<file path="src/include/rcs_pkg.sv">
// Constants for the run-command source and ramp block
package rcs_pkg;
   // --------
   // Clock and serial link
   // --------
   localparam int          CLK_HZ       = 50_000_000;
   localparam int          BAUD         = 9600;
   localparam int          BIT_CYC      = CLK_HZ / BAUD;     // rounded down
   localparam int          GAP_BITS     = 35;                // 3.5 characters
   localparam int          GAP_CYC      = GAP_BITS * BIT_CYC;
   localparam int          TENTH_MS     = 100;               // ramp time unit, ms
   localparam int          TENTH_CYC    = CLK_HZ / 1000 * TENTH_MS;
   localparam logic [7:0]  NODE_ADDR    = 8'h01;
   localparam logic [7:0]  FN_WRITE_ONE = 8'h06;
   localparam logic [15:0] CRC_INIT     = 16'hFFFF;
   localparam logic [15:0] CRC_POLY     = 16'hA001;
   localparam int          FRAME_LEN    = 8;
   // --------
   // Register map
   // --------
   localparam logic [15:0] ADDR_RUN_COMMAND = 16'h2501;
   localparam logic [15:0] ADDR_FREQ_REF    = 16'h2502;
   localparam int          CMD_FWD_BIT      = 0;
   localparam int          CMD_REV_BIT      = 1;
   localparam logic [15:0] FREQ_REF_MAX     = 16'h9C40;  // 400.00 Hz
   // --------
   // Sources, presets, limits
   // --------
   typedef enum logic [1:0] {
      RCS_SRC_KEYPAD = 2'b00,
      RCS_SRC_TERM   = 2'b01,
      RCS_SRC_SERIAL = 2'b10,
      RCS_SRC_SEQ    = 2'b11
   } rcs_src_e;
   localparam logic [7:0]  FN_DIRECTION_KEY    = 8'h1A;      // function code 26
   localparam logic [15:0] CUR_MIN       = 16'h0001;   // 0.01 A
   localparam logic [15:0] CUR_MAX       = 16'hEA60;   // 600.00 A
   localparam logic [15:0] PWR_MAX       = 16'hEA60;   // 600.00 kW
   localparam logic [15:0] HP_TO_KW_MILLI = 16'h02EA;  // 0.746 kW per hp
   localparam logic [15:0] DU_RPM_LO = 16'h0002;
   localparam logic [15:0] DU_RPM_HI = 16'h0027;
   localparam logic [15:0] DU_INT_HI = 16'h270F;
   localparam logic [15:0] DU_D1_LO  = 16'h2711;
   localparam logic [15:0] DU_D1_HI  = 16'h4E1F;
   localparam logic [15:0] DU_D2_LO  = 16'h4E21;
   localparam logic [15:0] DU_D2_HI  = 16'h752F;
   localparam logic [15:0] DU_D3_LO  = 16'h7531;
   localparam logic [15:0] DU_D3_HI  = 16'h9C3F;
   typedef enum logic [2:0] {
      RCS_DU_HZ = 3'b000, RCS_DU_PCT = 3'b001, RCS_DU_RPM = 3'b010,
      RCS_DU_SCALE = 3'b011, RCS_DU_BAD = 3'b100
   } rcs_du_e;
endpackage

</file>
<file path="src/hw/rcs_top.sv">
// Run-command source selection, serial command port and frequency ramp
//
// Functional notes
// run source select: 0 keypad, 1 terminals, 2 serial, 3 sequencer.
// 16-bit command register at 2501h; bit0 forward, bit1 reverse.
// writing zero to the command register stops the drive under serial control.
// serial defaults to node 1, 9600 bit/s, 8 data, 1 stop, no parity.
// frames end in CRC16; received CRC checked, sent CRC generated.
// keypad run key starts forward; direction key reverses direction. Code: run key starts in the last latched keypad direction.
// reverse inhibit refuses any reverse run.
// stop uses stop method; default decelerate to zero.
// preset 3, 5 or 7 gives three-wire: in1 run, in2 stop, in7 direction. Code: three-wire also needs terminal 7 function 26.
// terminal 7 function 26 makes it the forward/reverse selector.
// display code 0 Hz, 1 percent, 2..39 rpm, 40..9999 integer scale.
// display codes 10001.., 20001.., 30001.. give 1, 2, 3 decimals.
// accel time is zero to max; decel time is max to zero.
// ramp rate follows max frequency, so smaller targets arrive sooner.
// torque or stall limit holds the ramp, lengthening it.
// rated current accepted from 0.01 A to 600.00 A.
// rated power accepted up to 600.00 kW.
// frequency reference register at 2502h, 0.01 Hz units, up to 400.00 Hz.
// two-wire terminal: run while contact closed, stop when open.
// command value with both bits set means reverse run.
`timescale 1ns/1ps
module rcs_top
   import rcs_pkg::*;
#(
   parameter int BIT_CYC_P   = rcs_pkg::BIT_CYC,
   parameter int GAP_CYC_P   = rcs_pkg::GAP_CYC,
   parameter int TENTH_CYC_P = rcs_pkg::TENTH_CYC
) (
   input  wire logic        clk_sys,
   input  wire logic        rstn,
   input  wire logic        ser_rx,
   output logic             ser_tx,
   output logic             ser_tx_oe,
   input  wire logic        key_run,
   input  wire logic        key_stop,
   input  wire logic        direction_key,
   input  wire logic        terminal_in1,
   input  wire logic        terminal_in2,
   input  wire logic        terminal_in7,
   input  wire logic [1:0]  run_source_select,
   input  wire logic        reverse_inhibit,
   input  wire logic        stop_method_select,
   input  wire logic [3:0]  init_preset,
   input  wire logic [7:0]  terminal7_function,
   input  wire logic        seq_run,
   input  wire logic        seq_rev,
   input  wire logic [15:0] accel_time,
   input  wire logic [15:0] decel_time,
   input  wire logic [15:0] max_freq,
   input  wire logic        limit_active,
   input  wire logic [15:0] display_unit_select,
   input  wire logic [15:0] motor_rated_current,
   input  wire logic [15:0] motor_rated_power,
   output logic [15:0]      out_freq,
   output logic             dir_rev,
   output logic             running,
   output logic [2:0]       disp_mode,
   output logic [1:0]       disp_decimals,
   output logic             current_ok,
   output logic             power_ok
);
   import rcs_pkg::*;

   // --------
   // State
   // --------
   typedef struct packed {
      logic [6:0]      sy1;
      logic [6:0]      sy2;
      logic [6:0]      sy3;
      logic            rx_busy;
      logic [15:0]     rx_cnt;
      logic [3:0]      rx_bit;
      logic [7:0]      rx_sh;
      logic [23:0]     gap;
      logic [3:0]      nbytes;
      logic [7:0][7:0] buff;
      logic [15:0]     crc;
      logic [15:0]     cmd;
      logic [15:0]     fref;
      logic            tx_busy;
      logic [9:0]      tx_sh;
      logic [3:0]      tx_bit;
      logic [15:0]     tx_cnt;
      logic [3:0]      tx_idx;
      logic [15:0]     tx_crc;
      logic            tx;
      logic            tx_oe;
      logic            kp_run;
      logic            kp_rev;
      logic            t3_run;
      logic [15:0]     freq;
      logic            dir;
      logic            run;
      logic [39:0]     acc;
      logic [2:0]      du;
      logic [1:0]      dec;
      logic            cur_ok;
      logic            pwr_ok;
   } rcs_state_s;

   rcs_state_s st;
   rcs_state_s next_st;

   // CRC16 update of one byte, reflected polynomial
   function automatic logic [15:0] crc_byte(input logic [15:0] c, input logic [7:0] b);
      logic [15:0] r;
      r = c ^ {8'h00, b};
      for (int i = 0; i < 8; i++) begin
         r = r[0] ? ((r >> 1) ^ CRC_POLY) : (r >> 1);
      end
      return r;
   endfunction

   logic [6:0]  pin_now;
   logic [6:0]  rise;
   logic        rx_s;
   logic        want_run;
   logic        want_rev;
   logic        three_wire;
   logic [15:0] target;
   logic [39:0] lim;
   logic [7:0]  tx_byte;
   logic        frame_ok;

   assign pin_now = {terminal_in7, terminal_in2, terminal_in1, direction_key, key_stop, key_run, ser_rx};

   // --------
   // Next-state logic
   // --------
   always_comb begin
      next_st = st;
      // Two-stage input synchronisers, third stage for edges
      next_st.sy1 = pin_now;
      next_st.sy2 = st.sy1;
      next_st.sy3 = st.sy2;
      rise = st.sy2 & ~st.sy3;
      rx_s = st.sy2[0];
      frame_ok = 1'b0;

      // Serial receiver, 8 data bits, one stop bit, no parity
      // fixed default link format
      if (st.gap != 24'h000000) begin
         next_st.gap = st.gap - 24'h000001;
      end else begin
         next_st.nbytes = 4'h0;
         next_st.crc = CRC_INIT;
      end
      if (!st.rx_busy) begin
         if (!rx_s) begin
            next_st.rx_busy = 1'b1;
            next_st.rx_cnt = 16'(BIT_CYC_P / 2);
            next_st.rx_bit = 4'h0;
         end
      end else if (st.rx_cnt != 16'h0000) begin
         next_st.rx_cnt = st.rx_cnt - 16'h0001;
      end else begin
         next_st.rx_cnt = 16'(BIT_CYC_P - 1);
         next_st.rx_bit = st.rx_bit + 4'h1;
         if (st.rx_bit == 4'h0 && rx_s) begin
            next_st.rx_busy = 1'b0;          // False start
         end else if (st.rx_bit < 4'h9) begin
            next_st.rx_sh = {rx_s, st.rx_sh[7:1]};
         end else begin
            next_st.rx_busy = 1'b0;
            next_st.gap = 24'(GAP_CYC_P);
            if (rx_s && st.nbytes < 4'(FRAME_LEN)) begin
               next_st.buff[st.nbytes[2:0]] = st.rx_sh;
               next_st.nbytes = st.nbytes + 4'h1;
               // running CRC, residue zero over a whole frame
               next_st.crc = crc_byte(st.crc, st.rx_sh);
               frame_ok = (st.nbytes == 4'(FRAME_LEN - 1))
                          && (crc_byte(st.crc, st.rx_sh) == 16'h0000);
            end
         end
      end

      // Register write on a whole, valid frame for this node
      if (frame_ok && st.buff[0] == NODE_ADDR && st.buff[1] == FN_WRITE_ONE
          && !st.tx_busy) begin
         // command register write
         if ({st.buff[2], st.buff[3]} == ADDR_RUN_COMMAND) begin
            next_st.cmd = {st.buff[4], st.buff[5]};
         end
         // frequency reference, clamped to its range
         if ({st.buff[2], st.buff[3]} == ADDR_FREQ_REF) begin
            next_st.fref = ({st.buff[4], st.buff[5]} > FREQ_REF_MAX)
                           ? FREQ_REF_MAX : {st.buff[4], st.buff[5]};
         end
         next_st.tx_busy = 1'b1;
         next_st.tx_idx = 4'h0;
         next_st.tx_bit = 4'hA;
         next_st.tx_cnt = 16'h0000;
         next_st.tx_crc = CRC_INIT;
      end

      // Echo reply transmitter with freshly generated CRC
      tx_byte = (st.tx_idx < 4'h6) ? st.buff[st.tx_idx[2:0]]
              : (st.tx_idx == 4'h6) ? st.tx_crc[7:0] : st.tx_crc[15:8];
      if (st.tx_busy) begin
         next_st.tx_oe = 1'b1;
         if (st.tx_cnt != 16'h0000) begin
            next_st.tx_cnt = st.tx_cnt - 16'h0001;
         end else if (st.tx_bit == 4'hA) begin
            if (st.tx_idx == 4'(FRAME_LEN)) begin
               next_st.tx_busy = 1'b0;
               next_st.tx_oe = 1'b0;
            end else begin
               // reply CRC generated byte by byte
               next_st.tx_sh = {1'b1, tx_byte, 1'b0};
               if (st.tx_idx < 4'h6) begin
                  next_st.tx_crc = crc_byte(st.tx_crc, tx_byte);
               end
               next_st.tx_idx = st.tx_idx + 4'h1;
               next_st.tx_bit = 4'h0;
            end
         end else begin
            next_st.tx = st.tx_sh[0];
            next_st.tx_sh = {1'b1, st.tx_sh[9:1]};
            next_st.tx_bit = st.tx_bit + 4'h1;
            next_st.tx_cnt = 16'(BIT_CYC_P - 1);
         end
      end else begin
         next_st.tx = 1'b1;
      end

      // Keypad latch
      // run key starts in the latched kp_rev direction (forward after reset), direction key toggles
      if (rise[1]) begin
         next_st.kp_run = 1'b1;
      end
      if (rise[3]) begin
         next_st.kp_rev = ~st.kp_rev & ~reverse_inhibit;
      end
      if (rise[2]) begin
         next_st.kp_run = 1'b0;
      end

      // three-wire preset; R10: terminal 7 as direction selector
      three_wire = (init_preset == 4'h3 || init_preset == 4'h5 || init_preset == 4'h7)
                   && terminal7_function == FN_DIRECTION_KEY;
      if (rise[4]) begin
         next_st.t3_run = 1'b1;
      end
      if (st.sy2[5]) begin
         next_st.t3_run = 1'b0;            // Stop button wins
      end

      // pick the command source
      case (rcs_src_e'(run_source_select))
         RCS_SRC_KEYPAD: begin
            want_run = st.kp_run;
            want_rev = st.kp_rev;
         end
         RCS_SRC_TERM: begin
            if (three_wire) begin
               want_run = st.t3_run;
               want_rev = st.sy2[6];
            end else begin
               // maintained contacts, in1 forward, in2 reverse
               want_run = st.sy2[4] | st.sy2[5];
               want_rev = st.sy2[5] & ~st.sy2[4];
            end
         end
         RCS_SRC_SERIAL: begin
            // zero stops; R20: both bits mean reverse
            want_run = st.cmd[CMD_FWD_BIT] | st.cmd[CMD_REV_BIT];
            want_rev = st.cmd[CMD_REV_BIT];
         end
         RCS_SRC_SEQ: begin
            want_run = seq_run;
            want_rev = seq_rev;
         end
         default: begin
            want_run = 1'b0;
            want_rev = 1'b0;
         end
      endcase
      // reverse refused from any source
      if (reverse_inhibit && want_rev) begin
         want_run = 1'b0;
      end

      // Target: reference when running in the held direction, else zero
      target = (st.fref > max_freq) ? max_freq : st.fref;
      if (!want_run || want_rev != st.dir) begin
         target = 16'h0000;
      end
      if (st.freq == 16'h0000 && want_run) begin
         next_st.dir = want_rev;
      end

      // time base; R14: step by max frequency per clock
      lim = (st.freq < target) ? 40'(accel_time) * 40'(TENTH_CYC_P)
                               : 40'(decel_time) * 40'(TENTH_CYC_P);
      if (!want_run && stop_method_select) begin
         // coast stop drops output at once
         next_st.freq = 16'h0000;
         next_st.acc = 40'h0000000000;
      end else if (st.freq == target) begin
         next_st.acc = 40'h0000000000;
      end else if (!limit_active) begin
         // ramp held while a limit is active
         if (st.acc + 40'(max_freq) >= lim) begin
            next_st.acc = st.acc + 40'(max_freq) - lim;
            next_st.freq = (st.freq < target) ? st.freq + 16'h0001 : st.freq - 16'h0001;
         end else begin
            next_st.acc = st.acc + 40'(max_freq);
         end
      end
      next_st.run = want_run | (st.freq != 16'h0000);

      // display unit decode
      next_st.dec = 2'b00;
      if (display_unit_select == 16'h0000) begin
         next_st.du = RCS_DU_HZ;
         next_st.dec = 2'b10;
      end else if (display_unit_select == 16'h0001) begin
         next_st.du = RCS_DU_PCT;
         next_st.dec = 2'b10;
      end else if (display_unit_select <= DU_RPM_HI) begin
         next_st.du = RCS_DU_RPM;
      end else if (display_unit_select <= DU_INT_HI) begin
         next_st.du = RCS_DU_SCALE;
      end else if (display_unit_select >= DU_D1_LO && display_unit_select <= DU_D1_HI) begin
         next_st.du = RCS_DU_SCALE;
         next_st.dec = 2'b01;
      end else if (display_unit_select >= DU_D2_LO && display_unit_select <= DU_D2_HI) begin
         next_st.du = RCS_DU_SCALE;
         next_st.dec = 2'b10;
      end else if (display_unit_select >= DU_D3_LO && display_unit_select <= DU_D3_HI) begin
         next_st.du = RCS_DU_SCALE;
         next_st.dec = 2'b11;
      end else begin
         next_st.du = RCS_DU_BAD;
      end

      // current range; R17: power range
      next_st.cur_ok = motor_rated_current >= CUR_MIN && motor_rated_current <= CUR_MAX;
      next_st.pwr_ok = motor_rated_power <= PWR_MAX;
   end

   // --------
   // State register
   // --------
   always_ff @(posedge clk_sys or negedge rstn) begin
      if (!rstn) begin
         st <= '0;
         st.sy1 <= 7'h01;
         st.sy2 <= 7'h01;
         st.sy3 <= 7'h01;
         st.crc <= CRC_INIT;
         st.tx <= 1'b1;
         st.du <= RCS_DU_HZ;
      end else begin
         st <= next_st;
      end
   end

   assign ser_tx        = st.tx;
   assign ser_tx_oe     = st.tx_oe;
   assign out_freq      = st.freq;
   assign dir_rev       = st.dir;
   assign running       = st.run;
   assign disp_mode     = st.du;
   assign disp_decimals = st.dec;
   assign current_ok    = st.cur_ok;
   assign power_ok      = st.pwr_ok;
endmodule

</file>
<file path="config.mk">
export PLATFORM = sky130hd
export DESIGN_NAME = rcs_top
export DESIGN_NICKNAME = d
export VERILOG_FILES = /design/src/include/rcs_pkg.sv /design/src/hw/rcs_top.sv
export SDC_FILE = /design/constraint.sdc
export NUM_CORES = 1
export LEC_CHECK = 0
export BUFFER_PORTS_ARGS = -buffer_cell sky130_fd_sc_hd__buf_2
export CORE_MARGIN = 3
export CORE_UTILIZATION = 40
export CTS_BUF_LIST = sky130_fd_sc_hd__clkbuf_2 sky130_fd_sc_hd__clkbuf_4 sky130_fd_sc_hd__clkbuf_8
export CTS_CLUSTER_DIAMETER = 150
export DETAILED_ROUTE_END_ITERATION = 8
export PLACE_DENSITY = 0.54
export SKIP_CTS_REPAIR_TIMING = 1
export SYNTH_ARGS = -nofsm -noshare
export SYNTH_HDL_FRONTEND = slang
export SYNTH_SLANG_ARGS = --single-unit
</file>
<file path="constraint.sdc">
create_clock -name clk_sys -period 10.2 [get_ports clk_sys]
set_input_delay 2.04 -clock clk_sys [delete_from_list [all_inputs] [get_ports clk_sys]]
set_output_delay 2.04 -clock clk_sys [all_outputs]
set_load 0.02 [all_outputs]
</file>
======== Yosys cells after proc, flatten, opt, wreduce, memory -nomap -nowiden ========
Index checks and enable logic that the tools add are counted.
operators by class
  add/sub/neg operators ................... 11
  equality and inequality tests ........... 26
  reductions and logical operators ........ 40
  order comparisons ....................... 21
  muxes and demuxes ....................... 93
  bitwise logic cells ..................... 32
  multipliers ............................. 2
operators by type and width
  operator                                                number
  2-to-1 mux 16 bit                                       29
  2-to-1 mux 108 bit                                      2
  2-to-1 mux 40 bit                                       5
  2-to-1 mux 120 bit                                      1
  2-to-1 mux 116 bit                                      1
  2-to-1 mux 84 bit                                       1
  multiplier 16 x 17 -> 33 bit (second input constant)    2
  bitwise mux 64 bit                                      1
  2-to-1 mux 51 bit                                       1
  <= comparator 16 bit (second input constant)            3
  logical NOT 16 bit                                      3
  NOT 2 -> 3 bit                                          16
  nonzero test 16 bit                                     3
  subtractor 16 x 1 -> 16 bit (second input constant)     3
  2-to-1 mux 21 bit                                       2
  adder 40 x 16 -> 40 bit                                 1
  >= comparator 40 x 39 -> 1 bit                          1
  2-to-1 mux 20 bit                                       2
  2-to-1 mux 8 bit                                        5
  subtractor 40 x 39 -> 40 bit                            1
  2-to-1 mux 39 bit                                       1
  == test 16 x 14 -> 1 bit (second input constant)        2
  >= comparator 16 x 15 -> 1 bit (second input constant)  2
  <= comparator 16 x 15 -> 1 bit (second input constant)  2
  other kinds (57)                                        135
storage, ports and cells
  word-level logic and storage cells ...... 264
  output and inout bits ................... 27
  bits in registers ....................... 309

======== Depth between registers and ports, before layout ========
Gate-level depths: netlist of run 1.
  depth in word-level cells ............... 33
  depth in mapped cells ................... 38
  gate-level depth less buffers ........... 34

======== Worst setup path before layout of run 1 ========
No wires, ideal clock.
  path kind ............................... input port to flip-flop
  start point ............................. in max_freq[9]
  end point ............................... reg st[32] (netlist bit)
  setup slack ............................. 0.658 ns
  data arrival time ....................... 9.476 ns
  stages .................................. 35
  required time ........................... 10.134 ns
  setup time .............................. 0.066 ns
  path buffers ............................ 4
  cells stage by stage .................... inv_1 > ha_1 > a21o_1 > a21o_1 > a21o_1 > a21o_1 > a21o_1 > o21ai_0 > a21oi_1 > o31ai_1 > buf_2 > mux2_2 > nand2_1 > ha_1 > a21o_1 > a21o_1 > a211oi_1 > o21a_1 > a31oi_1 > nor2_1 > clkbuf_1 > clkbuf_1 > a21oi_1 > ha_1 > a21oi_1 > o21ai_0 > o41ai_1 > o211ai_1 > a211oi_1 > o2111ai_1 > or3_1 > buf_6 > or4_4 > o21ai_2 > a22o_1
between the ends
  cells in the longest elaborated chain, start to end .. 10
RTL lines
  element                                                                         line                            source
  from (decl)                                                                     rcs_top.sv:52                   input wire logic [15:0] max_freq,
  greater-than comparator 16 bit                                                  rcs_top.sv:288                  target = (st.fref > max_freq) ? max_freq : st.fref;
  2-to-1 mux 16 bit                                                               rcs_top.sv:288
  2-to-1 mux 16 bit                                                               rcs_top.sv:289                  if (!want_run || want_rev != st.dir) begin
  less-than comparator 16 bit                                                     rcs_top.sv:297                  lim = (st.freq < target) ? 40'(accel_time) * 40'(TENTH_CYC_P)
  2-to-1 mux 39 bit                                                               rcs_top.sv:297
  subtractor 40 x 39 -> 40 bit or >= comparator 40 x 39 -> 1 bit (tied branches)  rcs_top.sv:308, rcs_top.sv:307
  2-to-1 mux 40 bit                                                               rcs_top.sv:307                  if (st.acc + 40'(max_freq) >= lim) begin
  2-to-1 mux 40 bit                                                               rcs_top.sv:305                  end else if (!limit_active) begin
  2-to-1 mux 40 bit                                                               rcs_top.sv:303                  end else if (st.freq == target) begin
  2-to-1 mux 40 bit                                                               rcs_top.sv:299                  if (!want_run && stop_method_select) begin
  to (signal assigned)                                                            rcs_top.sv:359                  st <= next_st;
  to (decl)                                                                       rcs_top.sv:105                  rcs_state_s st;
Parallel ways exist; a longest one is shown, timed or not. The select of a mux whose other input is x is not followed.
A chain may end at the register's enable or synchronous reset.

======== Worst setup path after layout of run 1 ========
  start point ............................. in accel_time[14]
  end point ............................... reg st[33] (netlist bit)
between the ends
  cells in the longest elaborated chain, start to end .. 7
RTL lines
  element                                                                         line                            source
  from (decl)                                                                     rcs_top.sv:50                   input wire logic [15:0] accel_time,
  multiplier 16 x 17 -> 33 bit (*)                                                rcs_top.sv:297
  2-to-1 mux 39 bit (*)                                                           rcs_top.sv:297
  subtractor 40 x 39 -> 40 bit or >= comparator 40 x 39 -> 1 bit (tied branches)  rcs_top.sv:308, rcs_top.sv:307
  2-to-1 mux 40 bit (*)                                                           rcs_top.sv:307
  2-to-1 mux 40 bit (*)                                                           rcs_top.sv:305
  2-to-1 mux 40 bit (*)                                                           rcs_top.sv:303
  2-to-1 mux 40 bit (*)                                                           rcs_top.sv:299
Every way passes the cells marked *; elsewhere a longest branch is shown, timed or not. The select of a mux whose other input is x is not followed.

==> flow_metrics.tcl, run 1 <==
set metrics [dict create \
    status "completed" \
    grt_first_pass_wirelength_um 123000 \
    powerDensity_nw_per_um2 228 \
    fillers 6587 \
    route.detailed.drc 0 \
    wl_per_cell_um 18.4 \
    met3_usage_pct 2.70 \
    start_util_pct 40.8 \
    max_cap_viol_count 0 \
    row_count 95 \
    overflow 0 \
    syn2layout_area_growth_pct 11.9 \
    final_antenna_net_count 0 \
    finalClockSkew_ns 0.0631 \
    die-area_um2 72400 \
    clkPwrFrac_pct 16.9 \
    clk_latency_ns 0.66 \
    hold_violations 0 \
    slowest_delay_ns 0.56 \
    syn-num-nets 3664 \
    fin_ws_ns 0.404 \
    path_delay_family "adder cells" \
    htree_levels 2 \
    worstMarginPinSlew_ns 1.05 \
    drt_wl_total_um 76300 \
    dr.pass1.iters 9 \
    p_leak_nw 15.6 \
    via_per_inst 5.42 \
    cts.sinks 278 \
    synth_seq_area_share_pct 25.2 \
    grt_pass1_vias 23100 \
    ctsRootBufferMaster "clkbuf_8" \
    drtIter0Drc 1060 \
    synth_mux_area_share_pct 5.06 \
    antenna_found_initial 7 \
    place_ws_ns -0.242 \
    synth_area_per_cell_um2 9.23 \
    num_vias 22500 \
    dpl-instance-area_um2 29800 \
    die_y_um 269 \
    worst_ep_arrival_time_ns 10.28 \
    final_common_cell "ha_1" \
    place_congestion 0.925 \
    synth-seq-cells 278 \
    rr_worst_depth 36 \
    power_frac_seq_pct 15.8 \
    yosysWarnings 0 \
    busiest_layer "met2" \
    grt_max_degree 172 \
    ys.flop_type "dfrtp_1" \
    synth_fa_ha_area_share_pct 27.9 \
    synth.distinct_cells 93 \
    r2r_end "st[33]" \
    cp-start-kind "input pin" \
    timing.rr.start "st[130]" \
    drive_gt1_share_pct 14.8 \
    period_needed_ns 9.80 \
    startpoint "accel_time[14]" \
    hp-class "flip-flop to flip-flop" \
    async_flop_share_pct 100 \
    multiInputGateArea_um2 19200 \
    core_um2 67900 \
    yosys.area_share.simple_pct 14.9 \
    pin_count 151 \
    required_ns 10.69 \
    path_buf_inv 8 \
    grt_use_total_pct 21.2 \
    die_w_um 269 \
    crit_type "input pin to flip-flop" \
    vdd_drop_max_uv 205 \
    tritoncts "built" \
    cp_num_cells 35 \
    layout.nets 3853 \
    internal_power_mw 3.77 \
    finalSetupViolCount 0 \
    grt_use_met2_pct 37.9 \
    combPwrFrac_pct 67.2 \
    layout_common_cells "ha_1, inv_1, dfrtp_1" \
    cp_max_fo 7 \
    dp_hpwl_um 61000 \
    cts_made_buffers 51 \
    use_met1_pct 27.2 \
    clockBufferDepth 3 \
    regToRegSetupSlack_ns 2.02 \
    place.port_buffers 150 \
    final_max_slew_viol_count 0 \
    seq_area_um2 6980 \
    synthCells 3001 \
    clk_pin_slew_worst_paths_ns 0.06 \
    worst_path_max_delay_cell "fa_1" \
    final_area_um2 31000 \
    relSlewSlack_pct 29.7 \
    end_kind "flip-flop" \
    cp-endpoint "st[33]" \
    synthXorXnorAreaFrac_pct 6.39 \
    syn-cell-area_um2 27700 \
    timing.fmax_mhz 102 \
    synth_compound_area_share_pct 14.8 \
    synth_top_family_by_area "adder cells" \
    power.switching_mw 3.29 \
    finish.utilization_pct 45.7 \
    synth_edf_count 0 \
    swShare_pct 46.6 \
    min_period_over_period_pct 96.0 \
]
## synthesized netlist by cell type, types with 11 or more instances
| cell type | n | area [um2] |
|---|---|---|
| xor2_1 | 70 | 613 |
| o22ai_1 | 25 | 156 |
| mux2i_1 | 41 | 410 |
| or2_2 | 15 | 93.8 |
| o31ai_1 | 22 | 165 |
| dfrtp_1 | 259 | 6480 |
| xnor2_1 | 127 | 1110 |
| nor4_1 | 27 | 169 |
| a211oi_1 | 17 | 128 |
| o21ai_0 | 139 | 696 |
| nor3_1 | 92 | 460 |
| o41ai_1 | 11 | 96.3 |
| ha_1 | 410 | 5130 |
| a21oi_1 | 179 | 896 |
| a22o_1 | 12 | 105 |
| or3_1 | 23 | 144 |
| nand4_1 | 28 | 175 |
| nor3b_1 | 12 | 90.1 |
| nand2b_1 | 26 | 163 |
| buf_2 | 12 | 60.1 |
| o21a_1 | 24 | 180 |
| nand3_1 | 62 | 310 |
| dfstp_2 | 19 | 499 |
| fa_1 | 129 | 2580 |
| and3_1 | 15 | 93.8 |
| a21o_1 | 64 | 480 |
| buf_4 | 23 | 173 |
| inv_1 | 293 | 1100 |
| nor2_1 | 223 | 837 |
| nand2_1 | 210 | 788 |
| a221o_1 | 11 | 110 |
| nor2b_1 | 33 | 206 |
| mux2_2 | 84 | 946 |
| clkbuf_1 | 60 | 225 |
| a31oi_1 | 25 | 156 |
## stage by stage
stage / TNS, ns / instances / total power [mW] / hold WS (ns)
3_5_place_dp: -5.64 / 4058 / 5.86 / 0.335
5_1_grt: -0.232 / 4154 / 7.73 / 0.353
6_report: 0 / 4158 / 7.06 / 0.348
4_1_cts: 0 / 4154 / 7.12 / 0.346
2_1_floorplan: 0 / 3001 / 4.47 / 0.331
3_3_place_gp: -0.894 / 4058 / 5.84 / 0.333
## cell families (layout without fill, tap and decap cells)
group                      after synthesis  count (layout)
and+or+nand+nor                        830             830
AOI/OAI and AO/OA                      633             633
adders and majority gates              539             539
buffers and inverters                  395             627
DFF                                    278             278
xor gates and xnor gates               199             199
muxes                                  127             127
other                                    0               4
## routing by layer
layer,wire [um],vias up
met5,22,-
met3,3040,108
met2,38200,430
li1,-,11000
met4,1880,4
met1,33200,11000
## worst register-to-register path: cells and delay by family (launching register included)
kind / cells / cell delay, ns
buf+inv: 6 / 1.16
fa+ha+maj: 3 / 0.94
flops: 1 / 0.40
compound gates: 15 / 2.67
simple gates: 11 / 2.48
mux: 1 / 0.34
## worst min-delay path by stage
stage	from	to	cells past startpoint
after global routing	next_st[298]	next_st[291]	0
after detailed placement	next_st[298]	next_st[291]	0
after global placement	next_st[302]	next_st[295]	0
after CTS	next_st[298]	next_st[291]	0
final	next_st[299]	next_st[292]	0
after floorplan	next_st[298]	next_st[291]	0
## power by group through the flow
stage	combinational [mW]	clock (mW)	sequential [mW]
2_1_floorplan	3.33	0	1.14
3_3_place_gp	4.70	0	1.14
3_5_place_dp	4.72	0	1.14
4_1_cts	4.76	1.24	1.12
5_1_grt	5.32	1.29	1.12
6_report	4.75	1.19	1.12
## area by class of cell
cell class                 count  share of cell area, %
antenna                        4                 0.0323
clock buffer                  76                   3.13
clock inverter                20                  0.597
inverter                     293                   3.55
multi-input combinational   2328                   61.8
sequential                   278                   22.5
tap                          921                   3.72
timing repair buffer         238                   4.63
Note: power is estimated with default switching activity, not from simulation.
==> run 2: changes to the inputs <==
--- a/config.mk
+++ b/config.mk
@@ -5,6 +5,7 @@
 export SDC_FILE = /design/constraint.sdc
 export NUM_CORES = 1
 export LEC_CHECK = 0
+export ABC_AREA = 1
 export BUFFER_PORTS_ARGS = -buffer_cell sky130_fd_sc_hd__buf_2
 export CORE_MARGIN = 3
 export CORE_UTILIZATION = 40
==> run 2 against run 1 <==
First-iteration DRC count up 58%. Count of clock-buffer cells in the layout up 11. Utilization down 0.94 points.
==> flow_metrics.tcl, run 2 <==
set metrics [dict create \
    status "completed" \
    synth_area_per_cell_um2 7.54 \
    grt_setup_unrepaired "false" \
    clk_pin_slew_worst_paths_ns 0.06 \
    synth.distinct_cells 70 \
    slowest_delay_ns 0.56 \
    synth.top_cells.by_count "nand2_1, inv_1, ha_1" \
    hold_path_depth 0 \
    syn-num-nets 4558 \
    netlist.area_leader.share_pct 22.4 \
    synth-seq-cells 282 \
    syn-cell-area_um2 29400 \
    dr.pass1.iters 5 \
    finalSetupViolCount 0 \
    die_w_um 277 \
    antenna_found_initial 2 \
    async_flop_share_pct 100 \
    grt_use_total_pct 21.5 \
    synthCells 3895 \
    core_um2 72100 \
    overflow 0 \
    placed_cells 4923 \
    worstMarginPinSlew_ns 1.00 \
    yosys.area.top_type "dfrtp_1" \
    hold_violations 0 \
    via_per_inst 5.13 \
    cp_max_fo 27 \
    met3_usage_pct 2.51 \
    setup_tns_ns 0 \
    synth.area.top_cells "dfrtp_1, ha_1, nand2_1" \
    synth.most_common_cell "nand2_1" \
    ys.flop_type "dfrtp_1" \
    route.detailed.drc 0 \
    grt_pass1_vias 25400 \
    period_needed_ns 9.21 \
    pin_count 151 \
    timing.fmax_mhz 109 \
    worst_path_max_delay_cell "fa_1" \
    finalNonFillerCells 5025 \
    synth_seq_area_share_pct 24.1 \
    cp-start-kind "input pin" \
    crit_type "input pin to flip-flop" \
    cts.sinks 282 \
    htree_levels 2 \
    critPathMostFrequentCell "nand2_1" \
    finalClockSkew_ns 0.0295 \
    synth_edf_count 0 \
    p_leak_nw 16.7 \
    drtIter0Drc 1677 \
    rr_worst_depth 43 \
    busiest_layer "met2" \
    layout_common_cells "nand2_1, inv_1, ha_1" \
    final_common_cell "nand2_1" \
    ctsRootBufferMaster "clkbuf_8" \
    cts_made_buffers 54 \
    hp-class "flip-flop to flip-flop" \
    grt_use_met2_pct 34.2 \
    row_count 98 \
    required_ns 10.71 \
    die-area_um2 76700 \
    clk_latency_ns 0.66 \
    max_cap_viol_count 0 \
    yosysWarnings 0 \
    vdd_drop_max_uv 287 \
    tritoncts "built" \
    wl_per_cell_um 16.5 \
    drive_gt1_share_pct 8.49 \
    final_antenna_net_count 0 \
    start_util_pct 40.7 \
    grt_max_degree 145 \
    dp_hpwl_um 66700 \
    place_congestion 0.938 \
    layout.nets 4692 \
    num_vias 25800 \
    grt_first_pass_wirelength_um 136000 \
    drt_wl_total_um 82700 \
    syn2layout_area_growth_pct 9.86 \
    clockBufferDepth 3 \
    final_max_slew_viol_count 0 \
    place.port_buffers 150 \
    relSlewSlack_pct 33.1 \
    end_kind "flip-flop" \
    powerDensity_nw_per_um2 349 \
    min_period_over_period_pct 90.3 \
    use_met1_pct 30.9 \
    die_y_um 277 \
    worst_ep_arrival_time_ns 9.73 \
]
[run 2: cell count changes after synthesis, moves of 84 or more]
cell / delta
o21ai_0: +123
nand3_1: +160
inv_1: +307
nor2_1: +84
mux2_2: -84
nand2_1: +587
[run 2: worst paths after layout]
kind,start,end,slack (ns)
worst max register to register,st[124],st[26],2.79
worst min register to register,next_st[303],next_st[296],0.34
worst min-delay path,next_st[303],next_st[296],0.34
worst max-delay path,accel_time[14],st[26],0.99
max in group asynchronous,rstn,st[269],7.52
min in group asynchronous,rstn,current_ok,1.36
[run 2: cells by family (layout without fill, tap and decap cells)]
family | after synthesis | count (layout) | share of synthesized area [%]
AO/OA/AOI/OAI | 668 | 668 | 12.6
XOR/XNOR | 159 | 159 | 4.74
adder cells (fa/ha/maj) | 539 | 539 | 26.3
buffers and inverters | 700 | 879 | 9.48
flip-flops | 282 | 282 | 24.1
multiplexers | 4 | 4 | 0.136
other | 0 | 1 | 0
AND/OR/NAND/NOR | 1543 | 1543 | 22.6
[run 2: critical path: cells and delay by family]
family | cells | cell delay, ns
compound gates | 7 | 1.21
buf+inv | 9 | 1.03
fa+ha+maj | 8 | 3.62
simple gates | 19 | 1.82
[run 2: report_power, final]
group	leakage, nW	total, mW	switching [mW]	internal, mW
registers	3.72	1.34	0.122	1.22
clock network	0.685	1.30	0.535	0.769
logic	12.3	8.63	5.67	2.95
total	16.7	11.3	6.33	4.94
[run 2: stage by stage]
| stage | setup slack, ns | area (um2) | util [%] | hold slack (ns) | power [mW] |
|---|---|---|---|---|---|
| after global routing | 0.248 | 32200 | 44.7 | 0.360 | 12.5 |
| after detailed placement | 0.401 | 31000 | 42.9 | 0.336 | 9.86 |
| after global placement | 0.603 | 31000 | 42.9 | 0.335 | 9.95 |
| after floorplan | 1.66 | 29400 | - | 0.331 | 7.52 |
| final | 0.989 | 32200 | 44.7 | 0.341 | 11.3 |
| after CTS | 1.05 | 32200 | 44.7 | 0.343 | 11.3 |
[run 2: layout make-up]
type                       count  area [um2]
antenna                        1        2.50
fill                        7477       39900
clock inverter                14         190
timing repair buffer         166         893
multi-input combinational   2913       19500
sequential                   282        7080
clock buffer                  87        1100
inverter                     612        2300
tap                          950        1190
[run 2: metal layers]
| metal | up-vias | part of all wire, % |
|---|---|---|
| li1 | 13100 | - |
| met1 | 12100 | 49 |
| met2 | 465 | 45 |
| met3 | 108 | 3.8 |
| met4 | 0 | 2.4 |
| met5 | - | 0 |
==> run 3: changes to the inputs <==
--- a/config.mk
+++ b/config.mk
@@ -13,6 +13,7 @@
 export CTS_CLUSTER_DIAMETER = 150
 export DETAILED_ROUTE_END_ITERATION = 8
 export PLACE_DENSITY = 0.54
+export RECOVER_POWER = 25
 export SKIP_CTS_REPAIR_TIMING = 1
 export SYNTH_ARGS = -nofsm -noshare
 export SYNTH_HDL_FRONTEND = slang
==> run 3 against run 2 <==
The run now ends with capacitance limit, slew limit left. Fmax is 0.13% lower. Total power is 0.10% lower. Cell area decreased by 0.26%. Critical path depth is 2 lower. Setup slack lost 0.012 ns. Register-to-register slack about the same. Sequential share of layout area rose by 0.057 points. Via count shrank 0.42%. Clock power about the same.
==> flow_metrics.tcl, run 3 (synthesis gave the netlist of run 2 again) <==
set metrics [dict create \
    timing.rr.start "st[124]" \
    dp_hpwl_um 66700 \
    hold_path_depth 0 \
    final_common_cell "nand2_1" \
    fin_ws_ns 0.977 \
    row_count 98 \
    r2r_end "st[26]" \
    worst_ep_arrival_time_ns 9.73 \
    layout_common_cells "nand2_1, inv_1, ha_1" \
    cts.sinks 282 \
    drtIter0Drc 1584 \
    clkPwrFrac_pct 11.6 \
    die_w_um 277 \
    clk_latency_ns 0.66 \
    power_frac_seq_pct 11.9 \
    period_needed_ns 9.22 \
    finalClockSkew_ns 0.0350 \
    min_period_over_period_pct 90.4 \
    finalSetupViolCount 0 \
    layout.nets 4692 \
    slowest_delay_ns 0.56 \
    core_um2 72100 \
    powerDensity_nw_per_um2 350 \
    combPwrFrac_pct 76.5 \
    status "finished, violations left" \
    cts_made_buffers 54 \
    grt_first_pass_wirelength_um 136000 \
    rr_worst_depth 43 \
    drt_wl_total_um 82600 \
    end_kind "flip-flop" \
    htree_levels 2 \
    die-area_um2 76700 \
    pin_count 151 \
    cp_max_fo 27 \
    required_ns 10.71 \
    setup_tns_ns 0 \
    timing.fmax_mhz 108 \
    grt_setup_unrepaired "false" \
    min_from "next_st[303]" \
    die_y_um 277 \
    place_ws_ns 0.401 \
    violations "capacitance limit, slew limit" \
    cp-start-kind "input pin" \
    swShare_pct 56.1 \
    crit_type "input pin to flip-flop" \
    place_congestion 0.938 \
    final_antenna_net_count 0 \
    syn2layout_area_growth_pct 9.57 \
    hold_path_end "next_st[296]" \
    power.switching_mw 6.32 \
    overflow 0 \
    clk_pin_slew_worst_paths_ns 0.06 \
    hold_violations 0 \
    vdd_drop_max_uv 286 \
    wl_per_cell_um 16.4 \
    max_cap_viol_count 2 \
    route.detailed.drc 0 \
    tritoncts "built" \
    place.port_buffers 150 \
    final_max_slew_viol_count 218 \
    dr.pass1.iters 8 \
    worst_path_max_delay_cell "fa_1" \
    worstMarginPinSlew_ns 4.20 \
    clockBufferDepth 3 \
    relSlewSlack_pct -180 \
    num_vias 25700 \
    antenna_found_initial 2 \
    start_util_pct 40.7 \
    p_leak_nw 16.7 \
    grt_pass1_vias 25400 \
    critPathMostFrequentCell "nand2_1" \
    regToRegSetupSlack_ns 2.80 \
    fillers 7488 \
    via_per_inst 5.11 \
    hp-class "flip-flop to flip-flop" \
    ctsRootBufferMaster "clkbuf_8" \
    drive_gt1_share_pct 8.20 \
    grt_max_degree 145 \
    internal_power_mw 4.94 \
    grt_use_total_pct 21.5 \
]
## run 3: cell count changes in the layout (fill, tap and decap cells not counted), moves of 2 or more
cell      change
nand2_2       -2
nor2_1        +4
nor3_2        -2
clkbuf_1      +2
nor2_4        -2
nor3_1        +2
nand2_1       +3
## run 3: area by class of cell
class | instances | area, um2 | share of cell area [%]
multi-input cells | 2913 | 19400 | 60.4
flip-flops and latches | 282 | 7080 | 22.0
inverters | 612 | 2300 | 7.16
well taps | 950 | 1190 | 3.70
clock buffers | 87 | 1100 | 3.41
repair buffers | 166 | 866 | 2.69
clock inverters | 14 | 190 | 0.591
diodes | 1 | 2.50 | 0.00778
## run 3: metrics by stage
| step | std cells | util, % | hold slack (ns) | cell area (um2) | power (mW) |
|---|---|---|---|---|---|
| final | 5025 | 44.6 | 0.341 | 32200 | 11.3 |
| after global routing | 5024 | 44.6 | 0.360 | 32200 | 12.5 |
| after CTS | 5024 | 44.7 | 0.343 | 32200 | 11.3 |
| after detailed placement | 4923 | 42.9 | 0.336 | 31000 | 9.86 |
| after global placement | 4923 | 42.9 | 0.335 | 31000 | 9.95 |
| after floorplan | 3895 | - | 0.331 | 29400 | 7.52 |
## run 3: how the worst max path moves through the flow
stage	depth (start not counted)	slack (ns)	end	from
2_1_floorplan	44	1.66	st[42]	accel_time[14]
6_report	41	0.98	st[26]	accel_time[14]
3_3_place_gp	44	0.60	st[31]	accel_time[14]
4_1_cts	41	1.05	st[26]	accel_time[14]
3_5_place_dp	41	0.40	st[26]	accel_time[14]
5_1_grt	44	0.25	st[13]	accel_time[14]
## run 3: metal layers
metal | track usage, % | part of all wire (%) | up-vias
met2 | 34.2 | 45 | 461
met4 | 5.39 | 2.4 | 0
met1 | 30.9 | 49 | 12000
li1 | - | - | 13100
met5 | 0 | 0 | -
met3 | 2.51 | 3.7 | 112
## run 3: power by group through the flow
stage	Sequential (mW)	Combinational, mW	Clock [mW]
final	1.34	8.61	1.30
after global routing	1.35	9.71	1.40
after CTS	1.34	8.57	1.35
after detailed placement	1.36	8.51	0
after global placement	1.36	8.59	0
after floorplan	1.31	6.21	0
## run 3: worst max-delay path, delay by kind of cell
family,cells,cell delay (ns)
adders and majority gates,8,3.62
and+or+nand+nor,19,1.97
AOI/OAI and AO/OA,7,1.20
buffers and inverters,7,0.88
